<file path="config.mk">
export PLATFORM = sky130hd
export DESIGN_NAME = speech_test_port
export DESIGN_NICKNAME = d
export VERILOG_FILES = /design/src/speech_test_pkg.sv /design/src/sample_stream_if.sv /design/src/speech_fifo.sv /design/src/speech_test_port.sv
export SDC_FILE = /design/constraint.sdc
export NUM_CORES = 1
export LEC_CHECK = 0
export BUFFER_PORTS_ARGS = -buffer_cell sky130_fd_sc_hd__buf_2
export CORE_UTILIZATION = 55
export CTS_CLUSTER_DIAMETER = 100
export DETAILED_ROUTE_END_ITERATION = 10
export HOLD_SLACK_MARGIN = 0.05
export PLACE_DENSITY = 0.71
export SYNTH_ARGS = -nofsm -noshare
export SYNTH_HDL_FRONTEND = slang
export SYNTH_SLANG_ARGS = --single-unit
</file>
<file path="constraint.sdc">
create_clock -name ref_clk_in -period 10.1 [get_ports ref_clk_in]
set_clock_uncertainty 0.2 [all_clocks]
set_input_delay 0.505 -clock ref_clk_in [delete_from_list [all_inputs] [get_ports ref_clk_in]]
set_output_delay 0.505 -clock ref_clk_in [all_outputs]
set_load 0.01 [all_outputs]
</file>
<file path="src/speech_test_pkg.sv">
// Shared constants and types of the speech test serial port.
// Assumes a 200 MHz reference clock; all link timing is derived from it.
package speech_test_pkg;
	localparam int REF_CLK_HZ       = 200_000_000;
	localparam int LINK_BIT_RATE_HZ = 104_000;
	localparam int SAMPLE_RATE_HZ   = 8000;
	localparam int WORD_BITS        = 13;
	localparam int FIFO_DEPTH       = 32;
	localparam int BIT_CYCLES       = REF_CLK_HZ / LINK_BIT_RATE_HZ;
	localparam int HALF_LOW_CYCLES  = BIT_CYCLES / 2;
	localparam int HALF_HIGH_CYCLES = BIT_CYCLES - HALF_LOW_CYCLES;
	localparam int SAMPLE_CYCLES    = REF_CLK_HZ / SAMPLE_RATE_HZ;
	localparam int RESET_MIN_MS     = 4;
	localparam int RESET_MIN_CYCLES = (REF_CLK_HZ / 1000) * RESET_MIN_MS;
	localparam int PHASE_W          = 10;
	localparam int BITS_W           = 4;

	localparam logic [PHASE_W-1:0] LOW_LAST   = PHASE_W'(HALF_LOW_CYCLES - 1);
	localparam logic [PHASE_W-1:0] HIGH_LAST  = PHASE_W'(HALF_HIGH_CYCLES - 1);
	localparam logic [BITS_W-1:0]  WORD_COUNT = BITS_W'(WORD_BITS);

	// Values loaded at reset and while the simulator reset pin is low; the clock also idles between words.
	localparam logic LINK_CLK_IDLE = 1'b1;
	localparam logic TX_IDLE       = 1'b0;

	// Test mode is taken from the two control pins; the over-the-air setup is not supported.
	localparam logic MODE_FROM_PINS = 1'b1;

	typedef enum logic [1:0] {mode_normal, mode_downlink, mode_uplink, mode_acoustic} mode_t;
	typedef enum logic [1:0] {st_idle, st_low, st_high} link_state_t;
endpackage

</file>
<file path="src/sample_stream_if.sv">
// Valid/ready word stream between the port logic and its sample buffer.
// Assumes both ends run on the same clock.
`timescale 1ns/1ps
interface sample_stream_if #(parameter int WIDTH = 13) ();
	logic             valid;
	logic             ready;
	logic [WIDTH-1:0] data;
	modport source (output valid, output data, input ready);
	modport sink   (input valid, input data, output ready);
endinterface

</file>
<file path="src/speech_fifo.sv">
// Sample FIFO with a registered output stage.
// Assumes DEPTH is a power of two; flush empties it in one cycle.
`timescale 1ns/1ps
module speech_fifo
	import speech_test_pkg::*;
#(
	parameter int WIDTH = WORD_BITS,
	parameter int DEPTH = FIFO_DEPTH
) (
	input wire logic          clk_in,
	input wire logic          reset_n_in,
	input wire logic          flush_in,
	sample_stream_if.sink     fill,
	sample_stream_if.source   drain
);
	localparam int AW = $clog2(DEPTH);

	logic [WIDTH-1:0] mem [DEPTH];
	logic [AW-1:0]    wr_ptr;
	logic [AW-1:0]    rd_ptr;
	logic [AW:0]      count;
	logic             out_valid;
	logic [WIDTH-1:0] out_data;
	logic [AW-1:0]    next_wr_ptr;
	logic [AW-1:0]    next_rd_ptr;
	logic [AW:0]      next_count;
	logic             next_out_valid;
	logic [WIDTH-1:0] next_out_data;
	logic             push;
	logic             load;

	assign fill.ready  = (count < (AW+1)'(DEPTH)) && !flush_in;
	assign drain.valid = out_valid;
	assign drain.data  = out_data;

	always_comb begin
		push           = fill.valid && fill.ready;
		load           = (count != '0) && (!out_valid || drain.ready);
		next_wr_ptr    = push ? wr_ptr + 1'b1 : wr_ptr;
		next_rd_ptr    = load ? rd_ptr + 1'b1 : rd_ptr;
		next_count     = count + (AW+1)'(push) - (AW+1)'(load);
		next_out_valid = load || (out_valid && !drain.ready);
		next_out_data  = load ? mem[rd_ptr] : out_data;
		if (flush_in) begin
			next_wr_ptr    = '0;
			next_rd_ptr    = '0;
			next_count     = '0;
			next_out_valid = 1'b0;
		end
	end

	always_ff @(posedge clk_in or negedge reset_n_in) begin
		if (!reset_n_in) begin
			wr_ptr    <= '0;
			rd_ptr    <= '0;
			count     <= '0;
			out_valid <= 1'b0;
			out_data  <= '0;
		end else begin
			wr_ptr    <= next_wr_ptr;
			rd_ptr    <= next_rd_ptr;
			count     <= next_count;
			out_valid <= next_out_valid;
			out_data  <= next_out_data;
		end
	end

	// Storage has no reset; only words below the count are ever read.
	always_ff @(posedge clk_in) begin
		if (push) begin
			mem[wr_ptr] <= fill.data;
		end
	end
endmodule

</file>
<file path="src/speech_test_port.sv">
// Handset end of the serial speech test port: clock master, word framing, mode decode.
// Assumes the control, reset and data pins come from the test simulator, asynchronous to ref_clk_in.
`timescale 1ns/1ps

// Behaviour
// - 13-bit samples at 8 kHz cross a duplex serial pair at 104 kbit/s.
// - The handset drives the bit clock, pulsing only when data is needed or ready.
// - Simulator reset pulse resets transcoders in test modes; pulses shorter than 4 ms reset nothing but stop a running test.
// - The reset pin is active low; release is its rise to high.
// - Words are two's complement, most significant bit first.
// - Inputs sampled on rising clock edges, outputs changed on falling edges.
// - The bit clock idles high outside transfers.
// - Control pins: 00 normal, 01 downlink, 10 uplink, 11 acoustic test.
// - Test mode is accepted from the control pins only.
// - After reset release the handset clocks words as samples are needed.
// - Uplink: first falling edge after release requests the first simulator bit.
// - Downlink: first word out comes from samples decoded after release.
// - Release in any test mode resets the speech transcoders at once.
module speech_test_port
	import speech_test_pkg::*;
#(
	parameter int SAMPLE_PERIOD = SAMPLE_CYCLES,
	parameter int RESET_MIN     = RESET_MIN_CYCLES,
	parameter int BUFFER_DEPTH  = FIFO_DEPTH
) (
	input  wire logic                 ref_clk_in,
	input  wire logic                 reset_n_in,
	input  wire logic                 test_ctrl1_in,
	input  wire logic                 test_ctrl2_in,
	input  wire logic                 sim_reset_n_in,
	input  wire logic                 sim_data_in,
	output logic                      link_clk_out,
	output logic                      handset_data_out,
	input  wire logic [WORD_BITS-1:0] dl_sample_in,
	input  wire logic                 dl_valid_in,
	output logic                      dl_ready_out,
	output logic [WORD_BITS-1:0]      ul_sample_out,
	output logic                      ul_valid_out,
	output logic [1:0]                test_mode_out,
	output logic                      test_active_out,
	output logic                      transcoder_reset_out
);
	localparam int FRAME_W = $clog2(SAMPLE_PERIOD);
	localparam int HOLD_W  = $clog2(RESET_MIN + 1);
	localparam logic [FRAME_W-1:0] FRAME_LAST = FRAME_W'(SAMPLE_PERIOD - 1);
	localparam logic [HOLD_W-1:0]  HOLD_FULL  = HOLD_W'(RESET_MIN);

	function automatic mode_t decode_mode(input logic [1:0] ctrl);
		unique case (ctrl)
			2'h0: decode_mode = mode_normal;
			2'h1: decode_mode = mode_downlink;
			2'h2: decode_mode = mode_uplink;
			2'h3: decode_mode = mode_acoustic;
		endcase
	endfunction

	function automatic logic takes_samples(input mode_t m);
		return (m == mode_uplink) || (m == mode_acoustic);
	endfunction

	function automatic logic gives_samples(input mode_t m);
		return (m == mode_downlink) || (m == mode_acoustic);
	endfunction

	// Two-stage synchronisers for every simulator pin.
	logic [1:0] ctrl_meta;
	logic [1:0] ctrl_sync;
	logic       rst_meta;
	logic       rst_sync;
	logic       data_meta;
	logic       data_sync;

	always_ff @(posedge ref_clk_in or negedge reset_n_in) begin
		if (!reset_n_in) begin
			ctrl_meta <= 2'h0;
			ctrl_sync <= 2'h0;
			rst_meta  <= 1'b0;
			rst_sync  <= 1'b0;
			data_meta <= 1'b0;
			data_sync <= 1'b0;
		end else begin
			ctrl_meta <= {test_ctrl1_in, test_ctrl2_in};
			ctrl_sync <= ctrl_meta;
			rst_meta  <= sim_reset_n_in;
			rst_sync  <= rst_meta;
			data_meta <= sim_data_in;
			data_sync <= data_meta;
		end
	end

	sample_stream_if #(.WIDTH(WORD_BITS)) dl_fill ();
	sample_stream_if #(.WIDTH(WORD_BITS)) dl_drain ();

	assign dl_fill.valid = dl_valid_in;
	assign dl_fill.data  = dl_sample_in;
	assign dl_ready_out  = dl_fill.ready;

	// Holding the buffer empty while the pin is low drops stale decoded samples.
	speech_fifo #(
		.WIDTH (WORD_BITS),
		.DEPTH (BUFFER_DEPTH)
	) dl_buffer (
		.clk_in     (ref_clk_in),
		.reset_n_in (reset_n_in),
		.flush_in   (!rst_sync),
		.fill       (dl_fill),
		.drain      (dl_drain)
	);

	mode_t                mode;
	link_state_t          state;
	logic                 active;
	logic                 rst_prev;
	logic [HOLD_W-1:0]    hold_cnt;
	logic [FRAME_W-1:0]   frame_cnt;
	logic [PHASE_W-1:0]   phase_cnt;
	logic [BITS_W-1:0]    bits_left;
	logic [WORD_BITS-1:0] tx_shift;
	logic [WORD_BITS-1:0] rx_shift;
	logic                 link_clk;
	logic                 tx_bit;
	logic                 codec_reset;
	logic [WORD_BITS-1:0] ul_sample;
	logic                 ul_valid;

	mode_t                next_mode;
	link_state_t          next_state;
	logic                 next_active;
	logic [HOLD_W-1:0]    next_hold_cnt;
	logic [FRAME_W-1:0]   next_frame_cnt;
	logic [PHASE_W-1:0]   next_phase_cnt;
	logic [BITS_W-1:0]    next_bits_left;
	logic [WORD_BITS-1:0] next_tx_shift;
	logic [WORD_BITS-1:0] next_rx_shift;
	logic                 next_link_clk;
	logic                 next_tx_bit;
	logic                 next_codec_reset;
	logic [WORD_BITS-1:0] next_ul_sample;
	logic                 next_ul_valid;

	logic                 release_edge;
	logic                 held_long;
	logic                 word_start;
	logic                 pop;
	logic [WORD_BITS-1:0] tx_word;

	assign dl_drain.ready = pop;

	always_comb begin
		next_mode        = mode;
		next_state       = state;
		next_active      = active;
		next_hold_cnt    = hold_cnt;
		next_frame_cnt   = frame_cnt;
		next_phase_cnt   = phase_cnt;
		next_bits_left   = bits_left;
		next_tx_shift    = tx_shift;
		next_rx_shift    = rx_shift;
		next_link_clk    = link_clk;
		next_tx_bit      = tx_bit;
		next_codec_reset = 1'b0;
		next_ul_sample   = ul_sample;
		next_ul_valid    = 1'b0;

		release_edge = rst_sync && !rst_prev;
		held_long    = (hold_cnt == HOLD_FULL);
		// A word starts only at a period boundary and only if it carries data.
		word_start   = active && (state == st_idle) && (frame_cnt == '0)
			&& (takes_samples(mode) || (gives_samples(mode) && dl_drain.valid));
		pop          = word_start && gives_samples(mode) && dl_drain.valid;
		tx_word      = pop ? dl_drain.data : '0;

		if (active) begin
			next_frame_cnt = (frame_cnt == FRAME_LAST) ? '0 : frame_cnt + 1'b1;
		end

		unique case (state)
			st_idle: begin
				next_link_clk = LINK_CLK_IDLE;
				if (word_start) begin
					// First falling edge of the word, most significant bit first.
					next_state     = st_low;
					next_link_clk  = 1'b0;
					next_tx_bit    = tx_word[WORD_BITS-1];
					next_tx_shift  = {tx_word[WORD_BITS-2:0], 1'b0};
					next_bits_left = WORD_COUNT;
					next_phase_cnt = '0;
				end
			end
			st_low: begin
				next_phase_cnt = phase_cnt + 1'b1;
				if (phase_cnt == LOW_LAST) begin
					// Sample the simulator's line on the rising edge.
					next_state     = st_high;
					next_link_clk  = 1'b1;
					next_phase_cnt = '0;
					next_rx_shift  = {rx_shift[WORD_BITS-2:0], data_sync};
					next_bits_left = bits_left - 1'b1;
					if (bits_left == BITS_W'(1) && takes_samples(mode)) begin
						next_ul_sample = {rx_shift[WORD_BITS-2:0], data_sync};
						next_ul_valid  = 1'b1;
					end
				end
			end
			st_high: begin
				next_phase_cnt = phase_cnt + 1'b1;
				if (phase_cnt == HIGH_LAST) begin
					next_phase_cnt = '0;
					if (bits_left == '0) begin
						next_state = st_idle;
					end else begin
						next_state    = st_low;
						next_link_clk = 1'b0;
						next_tx_bit   = tx_shift[WORD_BITS-1];
						next_tx_shift = {tx_shift[WORD_BITS-2:0], 1'b0};
					end
				end
			end
		endcase

		if (!rst_sync) begin
			// The pin is low: stop the link at once and time the pulse.
			next_active    = 1'b0;
			next_state     = st_idle;
			next_link_clk  = LINK_CLK_IDLE;
			next_tx_bit    = TX_IDLE;
			next_frame_cnt = '0;
			if (!held_long) begin
				next_hold_cnt = hold_cnt + 1'b1;
			end
		end else begin
			next_hold_cnt = '0;
			if (release_edge && held_long) begin
				// Mode is latched at release, so pin noise during a test changes nothing.
				next_mode        = decode_mode(ctrl_sync);
				next_active      = decode_mode(ctrl_sync) != mode_normal;
				next_codec_reset = decode_mode(ctrl_sync) != mode_normal;
			end
		end
	end

	always_ff @(posedge ref_clk_in or negedge reset_n_in) begin
		if (!reset_n_in) begin
			mode        <= mode_normal;
			state       <= st_idle;
			active      <= 1'b0;
			rst_prev    <= 1'b0;
			hold_cnt    <= '0;
			frame_cnt   <= '0;
			phase_cnt   <= '0;
			bits_left   <= '0;
			tx_shift    <= '0;
			rx_shift    <= '0;
			link_clk    <= LINK_CLK_IDLE;
			tx_bit      <= TX_IDLE;
			codec_reset <= 1'b0;
			ul_sample   <= '0;
			ul_valid    <= 1'b0;
		end else begin
			mode        <= next_mode;
			state       <= next_state;
			active      <= next_active;
			rst_prev    <= rst_sync;
			hold_cnt    <= next_hold_cnt;
			frame_cnt   <= next_frame_cnt;
			phase_cnt   <= next_phase_cnt;
			bits_left   <= next_bits_left;
			tx_shift    <= next_tx_shift;
			rx_shift    <= next_rx_shift;
			link_clk    <= next_link_clk;
			tx_bit      <= next_tx_bit;
			codec_reset <= next_codec_reset;
			ul_sample   <= next_ul_sample;
			ul_valid    <= next_ul_valid;
		end
	end

	assign link_clk_out         = link_clk;
	assign handset_data_out     = tx_bit;
	assign ul_sample_out        = ul_sample;
	assign ul_valid_out         = ul_valid;
	assign test_mode_out        = mode;
	assign test_active_out      = active;
	assign transcoder_reset_out = codec_reset;

	// Helper counters read only by the checks below.
	logic [PHASE_W-1:0] low_len;
	logic [BITS_W-1:0]  rise_cnt;

	always_ff @(posedge ref_clk_in or negedge reset_n_in) begin
		if (!reset_n_in) begin
			low_len  <= '0;
			rise_cnt <= '0;
		end else begin
			low_len  <= link_clk ? '0 : low_len + 1'b1;
			rise_cnt <= word_start ? '0 : rise_cnt + BITS_W'(link_clk && !low_len_zero());
		end
	end

	function automatic logic low_len_zero();
		return low_len == '0;
	endfunction

	localparam logic [PHASE_W-1:0] LOW_LEN_EXP = PHASE_W'(HALF_LOW_CYCLES);
endmodule

</file>
==> results of run 1 <==
[worst max-delay path: stages, from the launching register on]
cell and delay [ns]:
dfrtp_4 0.74, buf_4 0.71, buf_12 0.52, mux4_2 0.59, o22ai_1 0.18, nor3_1 0.11, a211oi_1 0.54, o31ai_1 0.13
[sequential cells by signal (all words and copies together) (netlist names), 2 cells and up]
register / flops
ctrl_sync: 2
dl_buffer.drain.data: 13
ul_sample_out: 13
dl_buffer.rd_ptr: 5
test_mode_out: 2
tx_shift: 12
hold_cnt: 20
ctrl_meta: 2
dl_buffer.mem: 416
dl_buffer.wr_ptr: 5
phase_cnt: 10
rx_shift: 12
frame_cnt: 15
state: 2
bits_left: 4
dl_buffer.count: 6
[per-stage QoR]
step	setup slack [ns]	instance area, um2	instances	hold WS, ns	utilization (%)
final	6.098	25040	2016	0.1449	62.72
after global routing	5.928	25040	2016	0.1648	62.72
after CTS	5.680	25030	2016	0.1529	62.72
after detailed placement	5.736	23300	1913	0.1403	58.37
after global placement	5.839	23300	1913	0.1371	58.37
after floorplan	6.676	22400	1376	0.009409	-
[routing by layer]
metal	global-route usage (%)	wire, um	vias up
met3	3.627	3176	92
li1	-	-	5488
met2	36.75	22210	458
met5	0	0	-
met4	8.056	1350	0
met1	33.03	19730	6291
[cell type report]
class / instances / area share, %
Clock inverter: 24 / 0.9096
Timing Repair Buffer: 83 / 2.214
Sequential cell: 550 / 63.32
Clock buffer: 74 / 5.817
Multi-Input combinational cell: 726 / 24.61
Inverter: 34 / 0.5098
Tap cell: 525 / 2.624
[power by group]
group,switching [mW],total (mW),internal (mW)
Sequential,0.0834,2.58,2.50
Combinational,0.492,0.918,0.426
Clock,0.836,1.92,1.09
[cell usage after synthesis (3+ instances only)]
| cell | count | area (um2) |
|---|---|---|
| nand2b_1 | 8 | 50.05 |
| a22o_1 | 21 | 183.9 |
| edfxtp_1 | 416 | 12490 |
| buf_1 | 9 | 33.78 |
| and2_1 | 5 | 31.28 |
| o21ai_0 | 25 | 125.1 |
| or3_1 | 11 | 68.82 |
| o31ai_1 | 18 | 135.1 |
| xor2_1 | 19 | 166.4 |
| nand2_1 | 57 | 214.0 |
| nand3b_1 | 4 | 30.03 |
| nand4_1 | 11 | 68.82 |
| ha_1 | 26 | 325.3 |
| a2111oi_0 | 5 | 43.79 |
| o22ai_1 | 26 | 162.7 |
| clkbuf_1 | 43 | 161.4 |
| and3_1 | 8 | 50.05 |
| nor4b_1 | 10 | 87.58 |
| nor4bb_1 | 3 | 30.03 |
| xnor2_1 | 10 | 87.58 |
| nor3_1 | 23 | 115.1 |
| a31oi_1 | 3 | 18.77 |
| nor4_1 | 9 | 56.30 |
| nor2b_1 | 19 | 118.9 |
| a21oi_1 | 20 | 100.1 |
| mux4_2 | 65 | 1464 |
| or4_1 | 5 | 37.54 |
| dfrtp_1 | 133 | 3328 |
| inv_1 | 34 | 127.6 |
| a211oi_1 | 27 | 202.7 |
| mux2_2 | 54 | 608.1 |
| mux2i_1 | 69 | 690.7 |
| o221ai_1 | 13 | 113.9 |
| nand3_1 | 24 | 120.1 |
| nor2_1 | 96 | 360.4 |
| and4_1 | 3 | 26.28 |
| buf_2 | 13 | 65.06 |
[cells in the final DEF (no fill, tap or decap), drive strengths merged, types with 4 or more instances in the layout]
master	instances
a2111oi	5
a211oi	27
a21oi	20
a22o	21
and2	6
and3	10
buf	78
clkbuf	74
clkinv	13
clkinvlp	4
dfrtp	133
dlygate4sd3	5
edfxtp	416
ha	26
inv	38
mux2	54
mux2i	69
mux4	65
nand2	57
nand2b	8
nand3	24
nand3b	4
nand4	11
nor2	96
nor2b	19
nor3	24
nor4	9
nor4b	10
o21ai	26
o221ai	13
o22ai	26
o31ai	19
or3	11
or4	5
xnor2	10
xor2	19
[logic make-up after synthesis]
group | synth area share (%)
AND/OR/NAND/NOR | 7.056
AO/OA/AOI/OAI | 5.397
multiplexers | 12.34
XOR/XNOR | 1.134
buffers and inverters | 1.782
flip-flops | 70.75
adder cells (fa/ha/maj) | 1.542
[worst paths after layout]
| path | from | depth (start not counted) | endpoint |
|---|---|---|---|
| setup reg to reg | dl_buffer.rd_ptr[0]$_DFFE_PN0P_ | 7 | dl_buffer.drain.data[12]$_DFFE_PN0P_ |
| setup / recovery | dl_buffer.rd_ptr[0]$_DFFE_PN0P_ | 7 | dl_buffer.drain.data[12]$_DFFE_PN0P_ |
| hold / removal | data_meta$_DFF_PN0_ | 0 | data_sync$_DFF_PN0_ |
| max in group asynchronous | reset_n_in | 3 | data_meta$_DFF_PN0_ |
| min in group asynchronous | reset_n_in | 2 | hold_cnt[17]$_DFFE_PN0P_ |
| hold reg to reg | data_meta$_DFF_PN0_ | 0 | data_sync$_DFF_PN0_ |
[repair_timing]
item	CTS	global route
setup endpoints to repair	0	0
setup buffers	0	0
endpoints found under the hold margin	85	0
hold buffers	5	0
==> impl_metrics.env, run 1 <==
export IMPL_fin_nets=1496
export IMPL_tns_ns=0
export IMPL_grt_pass1_wl_um=72350
export IMPL_hpwl_um=27520
export IMPL_area_delta_synth_final_pct=11.78
export IMPL_max_freq_mhz=249.9
export IMPL_r2r_setup_slack_ns=6.10
export IMPL_port_buffers=40
export IMPL_report_final_slew_viol_count=0
export IMPL_multi_input_area_um2=6161
export IMPL_cts_made_buffers=54
export IMPL_postSynthAreaPerCell_um2=16.28
export IMPL_clockBufferDepth=3
export IMPL_clk_pin_slew_ns=0.07
export IMPL_rows=73
export IMPL_gp_congestion=0.8077
export IMPL_vias=12330
export IMPL_htreeDepth=2
export IMPL_antenna_found_initial=0
export IMPL_grt_use_total_pct=23.22
export IMPL_die_y_um=203.8
export IMPL_grt_max_degree=93
export IMPL_clk_latency_ns=0.60
export IMPL_rsz0062_at_grt="false"
export IMPL_cts_resized_gates=0
export IMPL_seq_area_frac_synth_pct=70.75
export IMPL_dieArea_um2=41530
export IMPL_ys_seq_elements=550
export IMPL_period_minus_slack_ns=4.002
export IMPL_cp_required_ns=10.36
export IMPL_drive_above_1_share_pct=19.32
export IMPL_dr_pass1_iters=5
export IMPL_vias_per_cell=6.116
export IMPL_leakage_nw=8.749
export IMPL_drc_errors=0
export IMPL_cts_sinks=550
export IMPL_die_width_um=203.8
export IMPL_cts_tree="done"
export IMPL_ir_drop_mv=0.1589
export IMPL_ios=41
export IMPL_cts_root_buf="clkbuf_16"
export IMPL_tightest_slew_ns=1.245
export IMPL_setup_violations_final=0
export IMPL_finalPower_mw=5.422
export IMPL_worst_ep_arrival_time_ns=4.26
export IMPL_netlist_area_um2=22400
export IMPL_synth_ff_type="edfxtp_1"
export IMPL_wl_um=46470
export IMPL_first_global_vias=12280
export IMPL_regArea_um2=15850
export IMPL_slew_headroom_pct=16.72
export IMPL_initial_utilization_pct=56.11
export IMPL_hold_class="reg2reg"
export IMPL_startpoint_type="flip-flop"
export IMPL_coreArea_um2=39910
export IMPL_async_flop_share_pct=24.36
export IMPL_drt_iter0_markers=1017
export IMPL_synth_edff_count=416
export IMPL_hold_viol=0
export IMPL_routedWlPerCell_um=23.05
export IMPL_gr_total_overflow=0
export IMPL_max_cap_violations=0
export IMPL_worst_setup_path_type="reg2reg"
export IMPL_cp_max_fo=92
export IMPL_n_antenna_cell=0
export IMPL_powerDensity_nw_per_um2=216.6
export IMPL_endpoint_kind="flip-flop"
export IMPL_finalCritPeriodShare_pct=39.62
export IMPL_status="completed"
export IMPL_synth_distinct_cells=61
export IMPL_ant_nets=0
export IMPL_ys_warn_count=0
export IMPL_fillCellCount=2770
export IMPL_syn_nets=1423
export IMPL_synthCells=1376
(Power assumes the default switching activity.)
==> inputs of run 2 (changes only) <==
- PLACE_DENSITY: 0.71 -> 0.74
- clock period: 10.1 -> 3.65 ns (I/O delays scaled with it)
==> run 2 against run 1 <==
- critical path depth increased by 8
- final cell count up 2.7%
- combinational power rose to 3.0 times the previous value
- worst hold slack got worse by 0.052 ns
- die area unchanged
- global-route usage fell by 0.45 points
- clock-buffer cell count unchanged
- flip-flop and latch count unchanged
- register-to-register slack worse by 5.6 ns
- worst setup slack worse by 5.6 ns
- highest routed layer unchanged
==> impl_metrics.env, run 2 (synthesis gave the netlist of run 1 again) <==
export IMPL_status="completed"
export IMPL_ant_nets=0
export IMPL_port_buffers=40
export IMPL_cp_required_ns=3.90
export IMPL_drt_iter0_markers=1153
export IMPL_tns_ns=0
export IMPL_die_y_um=203.8
export IMPL_most_common_layout_cells="edfxtp_1 (416), dfrtp_1 (131), nor2_1 (96)"
export IMPL_reg2reg_from="dl_buffer.count[3]$_DFF_PN0_"
export IMPL_placed_cells=1946
export IMPL_clk_pin_slew_ns=0.06
export IMPL_period_minus_slack_ns=3.147
export IMPL_die_width_um=203.8
export IMPL_wl_um=45460
export IMPL_coreArea_um2=39910
export IMPL_grt_pass1_wl_um=71330
export IMPL_cts_root_buf="clkbuf_16"
export IMPL_vias=12370
export IMPL_grt_use_total_pct=22.77
export IMPL_htreeDepth=2
export IMPL_max_freq_mhz=317.7
export IMPL_cts_made_buffers=55
export IMPL_layout_cells_non_filler=2071
export IMPL_leakage_nw=9.092
export IMPL_cts_tree="done"
export IMPL_slew_headroom_pct=24.39
export IMPL_drc_errors=0
export IMPL_path_cells="inv_1, ha_1, nor4bb_1, or2_2, o31a_1, inv_1, ha_1, inv_1, ha_1, fa_1, a21oi_1, nor2_1, nor2_1, xor2_1, nor2_1"
export IMPL_layout_commonest_cell="edfxtp_1"
export IMPL_vias_per_cell=5.974
export IMPL_cpPeakStageDelay_ns=0.40
export IMPL_cp_buffers_inverters=3
export IMPL_cp_top_family="adder cells"
export IMPL_tightest_slew_ns=1.127
export IMPL_finalCritPeriodShare_pct=86.23
export IMPL_cp_max_fo=3
export IMPL_hold_class="in2async"
export IMPL_ir_drop_mv=0.4997
export IMPL_postCtsSetupBuffers=0
export IMPL_gp_congestion=0.8694
export IMPL_cts_sinks=550
export IMPL_powerDensity_nw_per_um2=606.9
export IMPL_ios=41
export IMPL_rows=73
export IMPL_fin_nets=1548
export IMPL_max_cap_violations=0
export IMPL_routedWlPerCell_um=21.95
export IMPL_report_final_slew_viol_count=0
export IMPL_reg_top3="dl_buffer.mem: 416 flops, hold_cnt: 20 flops, frame_cnt: 15 flops"
export IMPL_first_global_vias=12530
export IMPL_hpwl_um=27650
export IMPL_cp_slowest_cell="nor4bb_1"
export IMPL_dieArea_um2=41530
export IMPL_crit_start="dl_buffer.count[3]$_DFF_PN0_"
export IMPL_dr_pass1_iters=5
export IMPL_startpoint_type="flip-flop"
export IMPL_clk_latency_ns=0.63
export IMPL_clockBufferDepth=3
export IMPL_regArea_um2=15850
export IMPL_endpoint_kind="flip-flop"
export IMPL_worst_setup_path_type="reg2reg"
export IMPL_largest_reg_flops=416
export IMPL_worst_ep_arrival_time_ns=3.40
export IMPL_rsz0062_at_grt="false"
export IMPL_setup_violations_final=0
export IMPL_drive_above_1_share_pct=21.15
export IMPL_top_register="dl_buffer.mem"
export IMPL_grt_max_degree=112
export IMPL_hold_viol=0
export IMPL_fillCellCount=2772
export IMPL_multi_input_area_um2=6157
export IMPL_initial_utilization_pct=56.11
export IMPL_gr_total_overflow=0
export IMPL_area_delta_synth_final_pct=14.50
export IMPL_antenna_found_initial=0
export IMPL_n_antenna_cell=0
-- run 2: changes by cell type in the layout (fill, tap and decap cells not counted), sizes merged --
| cell | delta |
|---|---|
| buf | +33 |
| dlygate4sd3 | +18 |
| clkinv | +7 |
| bufinv | +3 |
| clkinvlp | -3 |
| inv | -3 |
-- run 2: where the power goes --
part	total, mW	switching [mW]	internal (mW)
clock network	5.71	2.34	3.37
logic	2.77	1.46	1.31
registers	7.09	0.177	6.91
total	15.6	3.97	11.6
-- run 2: path summary, 6_finish.rpt --
check | end | slack (ns) | cells past startpoint
worst min register to register | ctrl_sync[1]$_DFF_PN0_ | 0.15 | 0
max in group asynchronous | dl_buffer.drain.data[0]$_DFFE_PN0P_ | 2.39 | 3
worst max register to register | dl_buffer.count[4]$_DFF_PN0_ | 0.50 | 15
worst min-delay path | ctrl_meta[0]$_DFF_PN0_ | 0.09 | 2
worst max-delay path | dl_buffer.count[4]$_DFF_PN0_ | 0.50 | 15
min in group ref_clk_in | ctrl_sync[1]$_DFF_PN0_ | 0.15 | 0
-- run 2: per-layer routing --
metal  vias up  track usage, %  wire, um  part of all wire (%)
met2       372           36.24     21740                    48
met5         -               0         0                     0
met3        84           3.595      2740                   6.0
met1      6330           32.41     19890                    44
met4         0           7.331      1091                   2.4
li1       5587               -         -                     -
-- run 2: what timing repair did --
action                                  4_1_cts  5_1_grt
endpoints found under the setup margin        0        0
resized for setup                             0        0
hold buffers                                 23        0
endpoints found under the hold margin       534        0
-- run 2: cell type report --
type / count / share of cell area [%]
flip-flops and latches: 550 / 61.81
multi-input cells: 726 / 24.01
clock buffers: 74 / 5.962
repair buffers: 134 / 3.879
well taps: 525 / 2.561
clock inverters: 28 / 1.278
inverters: 34 / 0.4977
-- run 2: per-stage QoR --
step | worst slack, ns | hold slack, ns | area (um2) | total power [mW] | utilization (%)
2_1_floorplan | 0.2256 | -0.3131 | 22400 | 9.124 | -
3_3_place_gp | 0.5420 | 0.09089 | 23560 | 9.924 | 59.02
3_5_place_dp | 0.4935 | 0.09272 | 23560 | 9.968 | 59.02
4_1_cts | 0.4809 | 0.1303 | 25640 | 15.69 | 64.25
5_1_grt | 0.2382 | 0.1566 | 25640 | 16.16 | 64.25
6_report | 0.5026 | 0.09244 | 25640 | 15.56 | 64.25
